**config.mk**
```make
export PLATFORM = sky130hd
export DESIGN_NAME = lpms_sequencer
export DESIGN_NICKNAME = d
export VERILOG_FILES = /design/src/common/lpms_pkg.sv /design/src/hw/lpms_sync.sv /design/src/hw/lpms_sequencer.sv
export SDC_FILE = /design/constraint.sdc
export NUM_CORES = 1
export LEC_CHECK = 0
export ABC_AREA = 1
export BUFFER_PORTS_ARGS = -buffer_cell sky130_fd_sc_hd__buf_2
export CAP_MARGIN = 40
export CORE_MARGIN = 2
export CORE_UTILIZATION = 51
export DETAILED_ROUTE_END_ITERATION = 8
export GPL_ROUTABILITY_DRIVEN = 1
export GPL_TIMING_DRIVEN = 1
export PLACE_DENSITY = 0.9
export REMOVE_ABC_BUFFERS = 1
export SYNTH_ARGS = -nofsm -noshare
export SYNTH_HDL_FRONTEND = slang
export SYNTH_SLANG_ARGS = --single-unit
```
**constraint.sdc**
```tcl
create_clock -name i_sys_clk -period 1.95 [get_ports i_sys_clk]
set_input_delay 0.0975 -clock i_sys_clk [delete_from_list [all_inputs] [get_ports i_sys_clk]]
set_output_delay 0.0975 -clock i_sys_clk [all_outputs]
set_load 0.03 [all_outputs]
```
**src/common/lpms_pkg.sv**
```systemverilog
package lpms_pkg;

  // ****************************************************************
  // register map
  // ****************************************************************
  localparam logic [7:0]  LPMS_OFS_CTRL    = 8'h00;
  localparam logic [7:0]  LPMS_OFS_STATUS  = 8'h04;
  localparam logic [31:0] LPMS_CTRL_RESET  = 32'h0000_0000;
  localparam logic [31:0] LPMS_STAT_RESET  = 32'h0000_0000;

  // ****************************************************************
  // field positions
  // ****************************************************************
  localparam int LPMS_CTRL_LPDS_BIT   = 0;   // regulator_lowpower_select
  localparam int LPMS_CTRL_PDDS_BIT   = 1;   // powerdown_select
  localparam int LPMS_CTRL_WUCLR_BIT  = 2;   // wakeup flag clear, write 1
  localparam int LPMS_CTRL_SBCLR_BIT  = 3;   // standby_flag_clear, write 1
  localparam int LPMS_CTRL_PVDEN_BIT  = 4;
  localparam int LPMS_CTRL_PLSEL_LSB  = 5;
  localparam int LPMS_CTRL_PLSEL_MSB  = 7;
  localparam int LPMS_CTRL_BPWEN_BIT  = 8;
  localparam int LPMS_STAT_WUE_BIT    = 0;   // wakeup_event_flag
  localparam int LPMS_STAT_SB_BIT     = 1;   // standby_entered_flag
  localparam int LPMS_STAT_PVDO_BIT   = 2;
  localparam int LPMS_STAT_WKEN_BIT   = 8;   // wakeup_pin enable

  // ****************************************************************
  // timing
  // ****************************************************************
  localparam int LPMS_CLK_PERIOD_NS   = 10;
  localparam int LPMS_HSI_START_NS    = 1000;
  localparam int LPMS_REG_RECOVER_NS  = 1000;
  localparam int LPMS_CHIP_RESET_NS   = 1000;
  localparam int LPMS_WUCLR_DELAY     = 2;

  // least times round up to whole cycles, never below one
  function automatic int lpms_ns_to_cycles(input int ns);
    int c;
    c = (ns + LPMS_CLK_PERIOD_NS - 1) / LPMS_CLK_PERIOD_NS;
    return (c < 1) ? 1 : c;
  endfunction

  localparam int LPMS_STOP_WAKE_CYCLES = lpms_ns_to_cycles(LPMS_HSI_START_NS) +
                                         lpms_ns_to_cycles(LPMS_REG_RECOVER_NS);
  localparam int LPMS_CHIP_RESET_CYCLES = lpms_ns_to_cycles(LPMS_CHIP_RESET_NS);
  localparam int LPMS_CNT_W = 12;

  // ****************************************************************
  // sequencer states
  // ****************************************************************
  typedef enum logic [2:0] {
    LPMS_RUN,
    LPMS_SLEEP,
    LPMS_STOP,
    LPMS_STOP_WAKE,
    LPMS_STANDBY,
    LPMS_STBY_RESET
  } lpms_state_t;

endpackage

```
**src/hw/lpms_sync.sv**
```systemverilog
`timescale 1ns/1ns
module lpms_sync
  import lpms_pkg::*;
#(
  parameter int W = 1
) (
  // clock and reset
  input  wire logic         i_sys_clk,
  input  wire logic         i_reset_n,
  // asynchronous levels in, synchronised levels out
  input  wire logic [W-1:0] i_async,
  output logic      [W-1:0] o_sync
);

  logic [W-1:0] meta_ff;
  logic [W-1:0] sync_ff;

  // two stages; first stage feeds only the second
  always_ff @(posedge i_sys_clk or negedge i_reset_n) begin
    if (!i_reset_n) begin
      meta_ff <= '0;
      sync_ff <= '0;
    end else begin
      meta_ff <= i_async;
      sync_ff <= meta_ff;
    end
  end

  assign o_sync = sync_ff;

endmodule

```
**src/hw/lpms_sequencer.sv**
```systemverilog
`timescale 1ns/1ns
// What this block does
// - With exit-sleep bit clear, a wait instruction enters sleep at once.
// - With exit-sleep bit set, sleep is entered right after handler return.
// - Wait-for-interrupt entries end on an interrupt, wait-for-event entries on an event.
// - Sleep halts only the core; peripherals run, state kept, no wake delay.
// - Interrupt wake services the interrupt first; event wake resumes after the wait.
// - Deep sleep set, powerdown select clear: wait instruction enters stop at once.
// - In stop the regulator follows the regulator low-power select bit.
// - Stop halts core and peripherals while state is kept.
// - Stop wake delay is oscillator start-up plus regulator recovery time.
// - Deep sleep, powerdown set, wake flag clear: wait instruction enters standby.
// - Standby exits on wake pin rise, alarm, tamper, reset pin or watchdog.
// - Standby stops core and peripherals and powers the domain off; only the control register is lost.
// - Standby exit costs one chip reset period, then restart from reset.
// - Control register clears on standby wake; status register keeps its value.
// - Standby flag sets on standby entry; writing clear bit 1 clears it.
// - Wake flag sets on a wake pin event or an alarm wake event.
module lpms_sequencer
  import lpms_pkg::*;
(
  // clock and reset
  input  wire logic        i_sys_clk,
  input  wire logic        i_reset_n,
  // register port
  input  wire logic        i_reg_sel,
  input  wire logic        i_reg_wr,
  input  wire logic [7:0]  i_reg_addr,
  input  wire logic [31:0] i_reg_wdata,
  output logic      [31:0] o_reg_rdata,
  // core side, same clock
  input  wire logic        i_wfi,
  input  wire logic        i_wfe,
  input  wire logic        i_deep_sleep_select,
  input  wire logic        i_sleep_on_handler_exit,
  input  wire logic        i_handler_return,
  input  wire logic        i_irq_pending,
  input  wire logic        i_event,
  // asynchronous wake sources
  input  wire logic        i_wakeup_pin,
  input  wire logic        i_rtc_alarm,
  input  wire logic        i_tamper_event,
  input  wire logic        i_external_reset_pin_n,
  input  wire logic        i_independent_watchdog,
  // power and clock controls
  output logic             o_core_halt,
  output logic             o_periph_halt,
  output logic             o_regulator_lowpower,
  output logic             o_domain_power_off,
  output logic             o_fast_osc_off,
  output logic             o_chip_reset,
  // resume indications
  output logic             o_resume_irq,
  output logic             o_resume_next,
  output logic             o_restart_from_reset
);

  // ****************************************************************
  // wake source synchronisers
  // ****************************************************************
  logic [4:0] src_sync;
  logic [4:0] src_dly_ff;

  lpms_sync #(.W(5)) u_sync (
    .i_sys_clk (i_sys_clk),
    .i_reset_n (i_reset_n),
    .i_async   ({i_independent_watchdog, ~i_external_reset_pin_n, i_tamper_event, i_rtc_alarm, i_wakeup_pin}),
    .o_sync    (src_sync)
  );

  always_ff @(posedge i_sys_clk or negedge i_reset_n) begin
    if (!i_reset_n) src_dly_ff <= '0;
    else            src_dly_ff <= src_sync;
  end

  // rising edges taken from the second stage only
  wire [4:0] src_rise = src_sync & ~src_dly_ff;

  // ****************************************************************
  // registers
  // ****************************************************************
  logic              lpds_ff, pdds_ff, pvden_ff, bpwen_ff;
  logic [2:0]        plsel_ff;
  logic              wue_ff, sb_ff, wken_ff;
  logic [1:0]        wuclr_cnt_ff;
  logic [31:0]       rdata_ff;
  lpms_state_t       state_ff, nxt_state;
  logic [LPMS_CNT_W-1:0] cnt_ff, nxt_cnt;
  logic              by_irq_ff, nxt_by_irq;
  logic              evt_pend_ff;
  logic              res_irq_ff, res_next_ff, restart_ff;
  logic              nxt_res_irq, nxt_res_next, nxt_restart;

  wire wr_ctrl  = i_reg_sel & i_reg_wr & (i_reg_addr == LPMS_OFS_CTRL);
  wire wr_stat  = i_reg_sel & i_reg_wr & (i_reg_addr == LPMS_OFS_STATUS);
  wire rd_any   = i_reg_sel & ~i_reg_wr;

  wire pin_event   = src_rise[0] & wken_ff;
  wire alarm_event = src_rise[1];
  wire wue_set     = pin_event | alarm_event;
  wire wuclr_fire  = (wuclr_cnt_ff == 2'(1));
  wire stby_wake   = pin_event | alarm_event | src_rise[2] | src_rise[3] | src_rise[4];
  wire wake_done   = (state_ff == LPMS_STBY_RESET) && (cnt_ff == '0);

  // control register; standby wake clears it, status is left alone
  always_ff @(posedge i_sys_clk or negedge i_reset_n) begin
    if (!i_reset_n) begin
      lpds_ff  <= LPMS_CTRL_RESET[LPMS_CTRL_LPDS_BIT];
      pdds_ff  <= LPMS_CTRL_RESET[LPMS_CTRL_PDDS_BIT];
      pvden_ff <= LPMS_CTRL_RESET[LPMS_CTRL_PVDEN_BIT];
      plsel_ff <= LPMS_CTRL_RESET[LPMS_CTRL_PLSEL_MSB:LPMS_CTRL_PLSEL_LSB];
      bpwen_ff <= LPMS_CTRL_RESET[LPMS_CTRL_BPWEN_BIT];
    end else if (wake_done) begin
      lpds_ff  <= LPMS_CTRL_RESET[LPMS_CTRL_LPDS_BIT];
      pdds_ff  <= LPMS_CTRL_RESET[LPMS_CTRL_PDDS_BIT];
      pvden_ff <= LPMS_CTRL_RESET[LPMS_CTRL_PVDEN_BIT];
      plsel_ff <= LPMS_CTRL_RESET[LPMS_CTRL_PLSEL_MSB:LPMS_CTRL_PLSEL_LSB];
      bpwen_ff <= LPMS_CTRL_RESET[LPMS_CTRL_BPWEN_BIT];
    end else if (wr_ctrl) begin
      lpds_ff  <= i_reg_wdata[LPMS_CTRL_LPDS_BIT];
      pdds_ff  <= i_reg_wdata[LPMS_CTRL_PDDS_BIT];
      pvden_ff <= i_reg_wdata[LPMS_CTRL_PVDEN_BIT];
      plsel_ff <= i_reg_wdata[LPMS_CTRL_PLSEL_MSB:LPMS_CTRL_PLSEL_LSB];
      bpwen_ff <= i_reg_wdata[LPMS_CTRL_BPWEN_BIT];
    end
  end

  // wake flag clear takes effect two clocks after the write
  always_ff @(posedge i_sys_clk or negedge i_reset_n) begin
    if (!i_reset_n)
      wuclr_cnt_ff <= '0;
    else if (wr_ctrl && i_reg_wdata[LPMS_CTRL_WUCLR_BIT])
      wuclr_cnt_ff <= 2'(LPMS_WUCLR_DELAY);
    else if (wuclr_cnt_ff != '0)
      wuclr_cnt_ff <= wuclr_cnt_ff - 2'(1);
  end

  // status flags; a set in the clearing cycle wins
  always_ff @(posedge i_sys_clk or negedge i_reset_n) begin
    if (!i_reset_n) begin
      wue_ff  <= LPMS_STAT_RESET[LPMS_STAT_WUE_BIT];
      sb_ff   <= LPMS_STAT_RESET[LPMS_STAT_SB_BIT];
      wken_ff <= LPMS_STAT_RESET[LPMS_STAT_WKEN_BIT];
    end else begin
      if (wue_set)
        wue_ff <= 1'b1;
      else if (wuclr_fire)
        wue_ff <= 1'b0;
      if (nxt_state == LPMS_STANDBY && state_ff != LPMS_STANDBY)
        sb_ff <= 1'b1;
      else if (wr_ctrl && i_reg_wdata[LPMS_CTRL_SBCLR_BIT])
        sb_ff <= 1'b0;
      if (wr_stat)
        wken_ff <= i_reg_wdata[LPMS_STAT_WKEN_BIT];
    end
  end

  // read data, unmapped offsets read zero
  wire [31:0] ctrl_view = {23'h0, bpwen_ff, plsel_ff, pvden_ff, 2'b00, pdds_ff, lpds_ff};
  wire [31:0] stat_view = {23'h0, wken_ff, 5'h00, 1'b0, sb_ff, wue_ff};
  wire [31:0] rd_mux    = (i_reg_addr == LPMS_OFS_CTRL)   ? ctrl_view :
                          (i_reg_addr == LPMS_OFS_STATUS) ? stat_view : 32'h0000_0000;

  always_ff @(posedge i_sys_clk or negedge i_reset_n) begin
    if (!i_reset_n)  rdata_ff <= '0;
    else if (rd_any) rdata_ff <= rd_mux;
  end

  // ****************************************************************
  // sequencer
  // ****************************************************************
  // an event that ends a wfe entry is used up, else the next wfe would skip
  wire evt_used = ~by_irq_ff & i_event & ((state_ff == LPMS_SLEEP) | (state_ff == LPMS_STOP));

  // event latch stands in for the core's event register
  always_ff @(posedge i_sys_clk or negedge i_reset_n) begin
    if (!i_reset_n)
      evt_pend_ff <= 1'b0;
    else if (i_event && !evt_used)
      evt_pend_ff <= 1'b1;
    else if (i_wfe && state_ff == LPMS_RUN)
      evt_pend_ff <= 1'b0;
  end

  wire wait_req   = i_wfi | i_wfe;
  wire exit_req   = i_sleep_on_handler_exit & i_handler_return;
  wire enter_req  = (wait_req & ~i_sleep_on_handler_exit) | exit_req;
  wire pend_wake  = (i_wfe & (evt_pend_ff | i_event)) |
                    ((i_wfi | exit_req) & i_irq_pending);
  wire to_stop    = i_deep_sleep_select & ~pdds_ff;
  wire to_stby    = i_deep_sleep_select & pdds_ff & ~wue_ff;
  wire stby_block = i_deep_sleep_select & pdds_ff & wue_ff;
  wire wake_irq   = by_irq_ff & i_irq_pending;
  wire wake_evt   = ~by_irq_ff & i_event;

  always_comb begin
    nxt_state    = state_ff;
    nxt_cnt      = cnt_ff;
    nxt_by_irq   = by_irq_ff;
    nxt_res_irq  = 1'b0;
    nxt_res_next = 1'b0;
    nxt_restart  = 1'b0;
    case (state_ff)
      LPMS_RUN: begin
        if (enter_req && !pend_wake && !stby_block) begin
          nxt_by_irq = ~i_wfe | exit_req;
          if (to_stby)
            nxt_state = LPMS_STANDBY;
          else if (to_stop)
            nxt_state = LPMS_STOP;
          else
            nxt_state = LPMS_SLEEP;
        end
      end
      LPMS_SLEEP: begin
        if (wake_irq || wake_evt) begin
          nxt_state    = LPMS_RUN;
          nxt_res_irq  = by_irq_ff;
          nxt_res_next = ~by_irq_ff;
        end
      end
      LPMS_STOP: begin
        if (wake_irq || wake_evt) begin
          nxt_state = LPMS_STOP_WAKE;
          nxt_cnt   = LPMS_CNT_W'(LPMS_STOP_WAKE_CYCLES - 1);
        end
      end
      LPMS_STOP_WAKE: begin
        if (cnt_ff == '0) begin
          nxt_state    = LPMS_RUN;
          nxt_res_irq  = by_irq_ff;
          nxt_res_next = ~by_irq_ff;
        end else begin
          nxt_cnt = cnt_ff - LPMS_CNT_W'(1);
        end
      end
      LPMS_STANDBY: begin
        if (stby_wake) begin
          nxt_state = LPMS_STBY_RESET;
          nxt_cnt   = LPMS_CNT_W'(LPMS_CHIP_RESET_CYCLES - 1);
        end
      end
      LPMS_STBY_RESET: begin
        if (cnt_ff == '0) begin
          nxt_state   = LPMS_RUN;
          nxt_restart = 1'b1;
        end else begin
          nxt_cnt = cnt_ff - LPMS_CNT_W'(1);
        end
      end
      default: nxt_state = LPMS_RUN;
    endcase
  end

  always_ff @(posedge i_sys_clk or negedge i_reset_n) begin
    if (!i_reset_n) begin
      state_ff    <= LPMS_RUN;
      cnt_ff      <= '0;
      by_irq_ff   <= 1'b0;
      res_irq_ff  <= 1'b0;
      res_next_ff <= 1'b0;
      restart_ff  <= 1'b0;
    end else begin
      state_ff    <= nxt_state;
      cnt_ff      <= nxt_cnt;
      by_irq_ff   <= nxt_by_irq;
      res_irq_ff  <= nxt_res_irq;
      res_next_ff <= nxt_res_next;
      restart_ff  <= nxt_restart;
    end
  end

  // ****************************************************************
  // outputs
  // ****************************************************************
  // stop wake keeps everything halted until clocks and regulator are back
  wire in_stop = (state_ff == LPMS_STOP) || (state_ff == LPMS_STOP_WAKE);
  wire in_stby = (state_ff == LPMS_STANDBY) || (state_ff == LPMS_STBY_RESET);

  assign o_reg_rdata          = rdata_ff;
  assign o_core_halt          = (state_ff != LPMS_RUN);
  assign o_periph_halt        = in_stop | in_stby;
  assign o_regulator_lowpower = (state_ff == LPMS_STOP) & lpds_ff;
  assign o_domain_power_off   = in_stby;
  assign o_fast_osc_off       = (state_ff == LPMS_STOP) | (state_ff == LPMS_STANDBY);
  assign o_chip_reset         = (state_ff == LPMS_STBY_RESET);
  assign o_resume_irq         = res_irq_ff;
  assign o_resume_next        = res_next_ff;
  assign o_restart_from_reset = restart_ff;

endmodule

```
---- Word level (Yosys, flattened, before mapping) ----
Index checks and enable logic that the tools add are counted.
word-level totals
  logic and storage cells ................. 141
  register bits ........................... 79
  output and inout bits ................... 41
cells by class
  reductions and logical operators ........ 28
  bitwise gates (word level) .............. 39
  equality and inequality tests ........... 12
  $add $sub $neg .......................... 2
  mux-type cells .......................... 40
operator list
  cell                                                                   count
  12-bit 2-to-1 mux                                                      3
  12-bit case mux with 3 select lines                                    1
  3-bit 2-to-1 mux                                                       8
  1-bit 2-to-1 mux                                                       20
  9-bit 2-to-1 mux                                                       2
  1-bit bitwise AND                                                      17
  3-bit case mux with 5 select lines                                     1
  1-bit bitwise OR                                                       13
  12-bit logical NOT                                                     1
  2-bit nonzero test                                                     6
  12-bit by 1-bit subtractor with 12-bit output, second input constant   1
  3-bit equality test, second input constant                             3
  8-bit by 3-bit equality test with 1-bit output, second input constant  1
  1-bit logical AND                                                      8
  8-bit logical NOT                                                      1
  1-bit inverter                                                         7
  3-bit by 2-bit equality test with 1-bit output, second input constant  2
  2-bit 2-to-1 mux                                                       3
  2-bit inequality test, second input constant                           3
  3-bit nonzero test                                                     2
  5-bit bitwise AND                                                      1
  5-bit inverter                                                         1
  1-bit case mux with 2 select lines                                     2
  4-bit AND reduction                                                    1
  other kinds (9)                                                        13

---- Longest topological paths before layout ----
  word-level depth ........................ 12
  mapped depth ............................ 10

---- Modules after synthesis ----
From an unflattened synthesis, not the netlist that was laid out.
second synthesis, totals
  cells, all modules ...................... 372
  area total of the unflattened synthesis .. 2906.5 µm²
modules (own cells, without submodules)
  module          seq. area each (µm²)  cells an instance  times used  area an instance (µm²)
  lpms_sequencer  1101.1                362                1           2656.3
  lpms_sync       250.2                 10                 1           250.2

---- Least setup slack after synthesis ----
No wires, ideal clock.
  kind .................................... register to register
  start point ............................. register cnt_ff[0]
  end point ............................... register cnt_ff[9]
  clock period less this slack ............ 1448 ps
  cell stages (with the launch flop) ...... 10
  required time ........................... 1876 ps
  path buffers ............................ 1
  slack ................................... 502 ps
  arrival ................................. 1374 ps
  library setup time ...................... 74 ps
  path through ............................ dfrtp_1 inv_1 ha_1 nand2_1 nor2_1 nand3_2 nand3_4 buf_8 nand2_1 o21ai_2
between the ends
  word-level cells in the longest chain between the ends .. 3
  elaborated cells on any way between the ends .. 6
  those cells by class .................... add/sub (1); eq/ne (1); mux (2); reduce/logical (2)
RTL lines
  element                                                                                     RTL line               text
  start, declared                                                                             lpms_sequencer.sv:88   logic [LPMS_CNT_W-1:0] cnt_ff, nxt_cnt;
  start signal, assigned                                                                      lpms_sequencer.sv:265  cnt_ff <= nxt_cnt;
  12-bit by 1-bit subtractor with 12-bit output / 12-bit logical NOT (equally long branches)  --
  12-bit 2-to-1 mux / 2-bit inequality test (equally long branches)                           --
  12-bit case mux with 3 select lines / 4-bit AND reduction (equally long branches)           --
Several ways; a longest one is shown, not always the timed one. The select of a mux whose other input is x is not followed.
A chain may end at the register's enable or synchronous reset.

---- Worst setup path after layout ----
  start point ............................. register cnt_ff[0]
  end point ............................... register cnt_ff[5]
Same word-level chain as after synthesis.

==> results_dict.tcl <==
set metrics [dict create \
    async_flop_share_pct 100 \
    vias 2473 \
    p_sw_share_pct 39.8 \
    die_w_um 80.1 \
    rsz0062_at_grt "false" \
    antenna_found_initial 0 \
    synth.top_cells.by_area "dfrtp_1 (46%), nand2_1 (14%), buf_4 (6.9%), inv_1 (5.5%), nand3_1 (5.4%)" \
    ir_worst_vdd_mv 0.733 \
    min_path_type "input port to flop" \
    cp-start-kind "flop" \
    synthDistinctLibCells 33 \
    grt_max_degree 27 \
    drive_gt1_share_pct 20.5 \
    clock_skew_ns 0.00901 \
    fp.dieH_um 80.1 \
    cp-endpoint "cnt_ff[5]$_DFFE_PN0P_" \
    wl_mm 5.81 \
    fmax_mhz 591 \
    final_common_cell "nand2_1" \
    syn_avg_cell_area_um2 7.89 \
    timing.rr.start "cnt_ff[0]$_DFFE_PN0P_" \
    htree_levels 2 \
    p_int_mw 2.13 \
    p_leak_nw 1.87 \
    cp_common_cell "nand2_1" \
    syn_inst 374 \
    io_buffer_count 48 \
    post_drt_wl_per_cell_um 11.5 \
    arrival_ns 1.89 \
    grt_pass1_vias 2299 \
    r2r_cells 9 \
    synth_edf_count 0 \
    cts_buffers 5 \
    worst_pin_slew_ns 0.623 \
    diodes 0 \
    grt-ovfl-total 0 \
    fin_crit_sh_pct 86.8 \
    critical_path_depth 9 \
    worst_path_max_delay_cell "dfrtp_1" \
    drc_errors 0 \
    initial_utilization_pct 53.3 \
    maxCapViolCount 0 \
    ys_ff_latch 54 \
    yosys_warnings 0 \
    syn-cell-area_mm2 0.00295 \
    path_clk_slew_ns 0.10 \
    cts_sinks 54 \
    layout_common_cells "nand2_1 (112), dfrtp_1 (54), buf_2 (48)" \
    worstPathCellList "inv_1 -> ha_1 -> nand2_1 -> nor2_1 -> nand3_2 -> nand3_4 -> inv_1 -> nand2_1 -> nand2_1" \
    endpoint_kind "flop" \
    yosysSeqAreaShare_pct 45.8 \
    p_sw_mw 1.41 \
    first_pass_iters 4 \
    finalMaxSlewViolations 0 \
    slew_headroom_pct 58.4 \
    crit_type "flop to flop" \
    drt-vias-per-instance 4.89 \
    synth_ff_type "dfrtp_1" \
    globalplace.congestion 0.907 \
    cp_top_family "simple AND/OR/NAND/NOR gates" \
    hold_violations 0 \
    pre_cts_ws_ns 0.283 \
    cts_root_buf "clkbuf_8" \
    nNetsFinal 493 \
    yosys.area.top_type "dfrtp_1" \
    cts_tree "built" \
    boundaryPins 97 \
    cts.path.max_buffers 2 \
    rows 27 \
    p_seq_share_pct 41.3 \
    setup_viol 0 \
    detailed_place.area_mm2 0.00317 \
    slowest_delay_ns 0.42 \
    worstPathMaxFanout 19 \
    area_growth_pct 13.7 \
    drtIter0Drc 106 \
    crit_required_ns 2.15 \
    power_frac_comb_pct 36.3 \
    min_period_ns 1.69 \
    stdcell_area_mm2 0.00336 \
    r2r-end "cnt_ff[5]$_DFFE_PN0P_" \
    cp-startpoint "cnt_ff[0]$_DFFE_PN0P_" \
    critical_path_buf_inv_count 2 \
    cts_resized 0 \
    synth_top_area_share_pct 45.8 \
    fp.dieArea_mm2 0.00641 \
    drtAntennaViolNets 0 \
    outcome "completed" \
    power_density_mw_per_mm2 1050 \
    clock_power_share_pct 22.4 \
    track_usage_pct 19.3 \
    insertion_delay_ns 0.31 \
    timing.final.ws_setup_ns 0.257 \
    hpwl_mm 4.32 \
    grt_pass1_wl_mm 9.78 \
    coreArea_mm2 0.00554 \
    tns_ns 0 \
    r2r_slack_ns 0.26 \
]
[power groups by stage]
stage                     Sequential, mW  Combinational [mW]  Clock [mW]
after floorplan                     1.46               0.947           0
after global placement              1.46                1.21           0
after detailed placement            1.48                1.26           0
after CTS                           1.45                1.28       0.802
after global routing                1.49                1.45       0.839
final                               1.46                1.29       0.792
[timing repair]
action	CTS	global route
hold buffers	6	0
endpoints found under the hold margin	29	0
buffers inserted	0	0
[kinds of logic (layout without fill, tap and decap cells)]
kind of cell / after synthesis / count (layout) / synth area share (%)
fa+ha+maj: 4 / 4 / 1.70
simple gates: 198 / 198 / 30.3
other cells: 1 / 25 / 0.127
xor+xnor: 1 / 1 / 0.297
compound gates: 37 / 37 / 7.59
flops: 54 / 54 / 45.8
buf+inv: 78 / 114 / 13.8
mux: 1 / 1 / 0.382
[worst min-delay path, stage by stage]
cell and delay (ns):
buf_2 0.09, nand3_1 0.06, a21oi_1 0.06
[synthesized netlist by cell type (all sizes together) (2+ instances only)]
cell,instances
o21bai,2
inv,46
nor2,34
buf,29
ha,4
clkinv,2
o21ai,21
a21oi,11
nand3,38
nor3,2
o211ai,2
dfrtp,54
nand2,118
nand4,3
[worst min path at each step]
stage	slack [ns]	cells after the start	end	start
after floorplan	-0.20	0	bpwen_ff$_DFFE_PN0P_	i_reset_n
after global placement	0.14	1	o_resume_next$_DFF_PN0_	i_reset_n
after detailed placement	0.15	1	o_resume_next$_DFF_PN0_	i_reset_n
after CTS	0.03	3	wken_ff$_DFFE_PN0P_	i_reg_wdata[8]
after global routing	0.06	3	lpds_ff$_DFFE_PN0P_	i_reg_wdata[0]
final	0.04	3	lpds_ff$_DFFE_PN0P_	i_reg_wdata[0]
[state kept, by name, summed over array words and instances, names as in the netlist, 2 cells and up]
register / count
src_dly_ff: 5
wuclr_cnt_ff: 2
state_ff: 3
u_sync.o_sync: 5
u_sync.meta_ff: 5
plsel_ff: 3
o_reg_rdata: 7
cnt_ff: 12
[per-layer routing]
metal / track usage (%) / up-vias / wire, um
met4: 6.27 / 0 / 80
met1: 24.1 / 1140 / 2440
met2: 34.0 / 90 / 2960
li1: - / 1235 / -
met3: 3.03 / 8 / 334
met5: 0 / - / 0
[per-stage QoR]
stage	power, mW	util [%]	hold WS [ns]	instances
detailed placement	2.73	57.3	0.151	492
finish	3.54	60.6	0.0427	506
CTS	3.54	60.6	0.0337	506
global route	3.78	60.6	0.0575	506
floorplan	2.40	-	-0.198	368
global placement	2.67	57.3	0.135	492
[layout make-up]
type / count / area (um2)
fill: 472 / 2180
sequential: 54 / 1350
multi-input combinational: 266 / 1280
timing repair buffer: 58 / 330
inverter: 48 / 180
tap: 72 / 90.1
clock buffer: 6 / 82.6
clock inverter: 2 / 38.8
No activity file was read; power rests on OpenSTA's default activity.
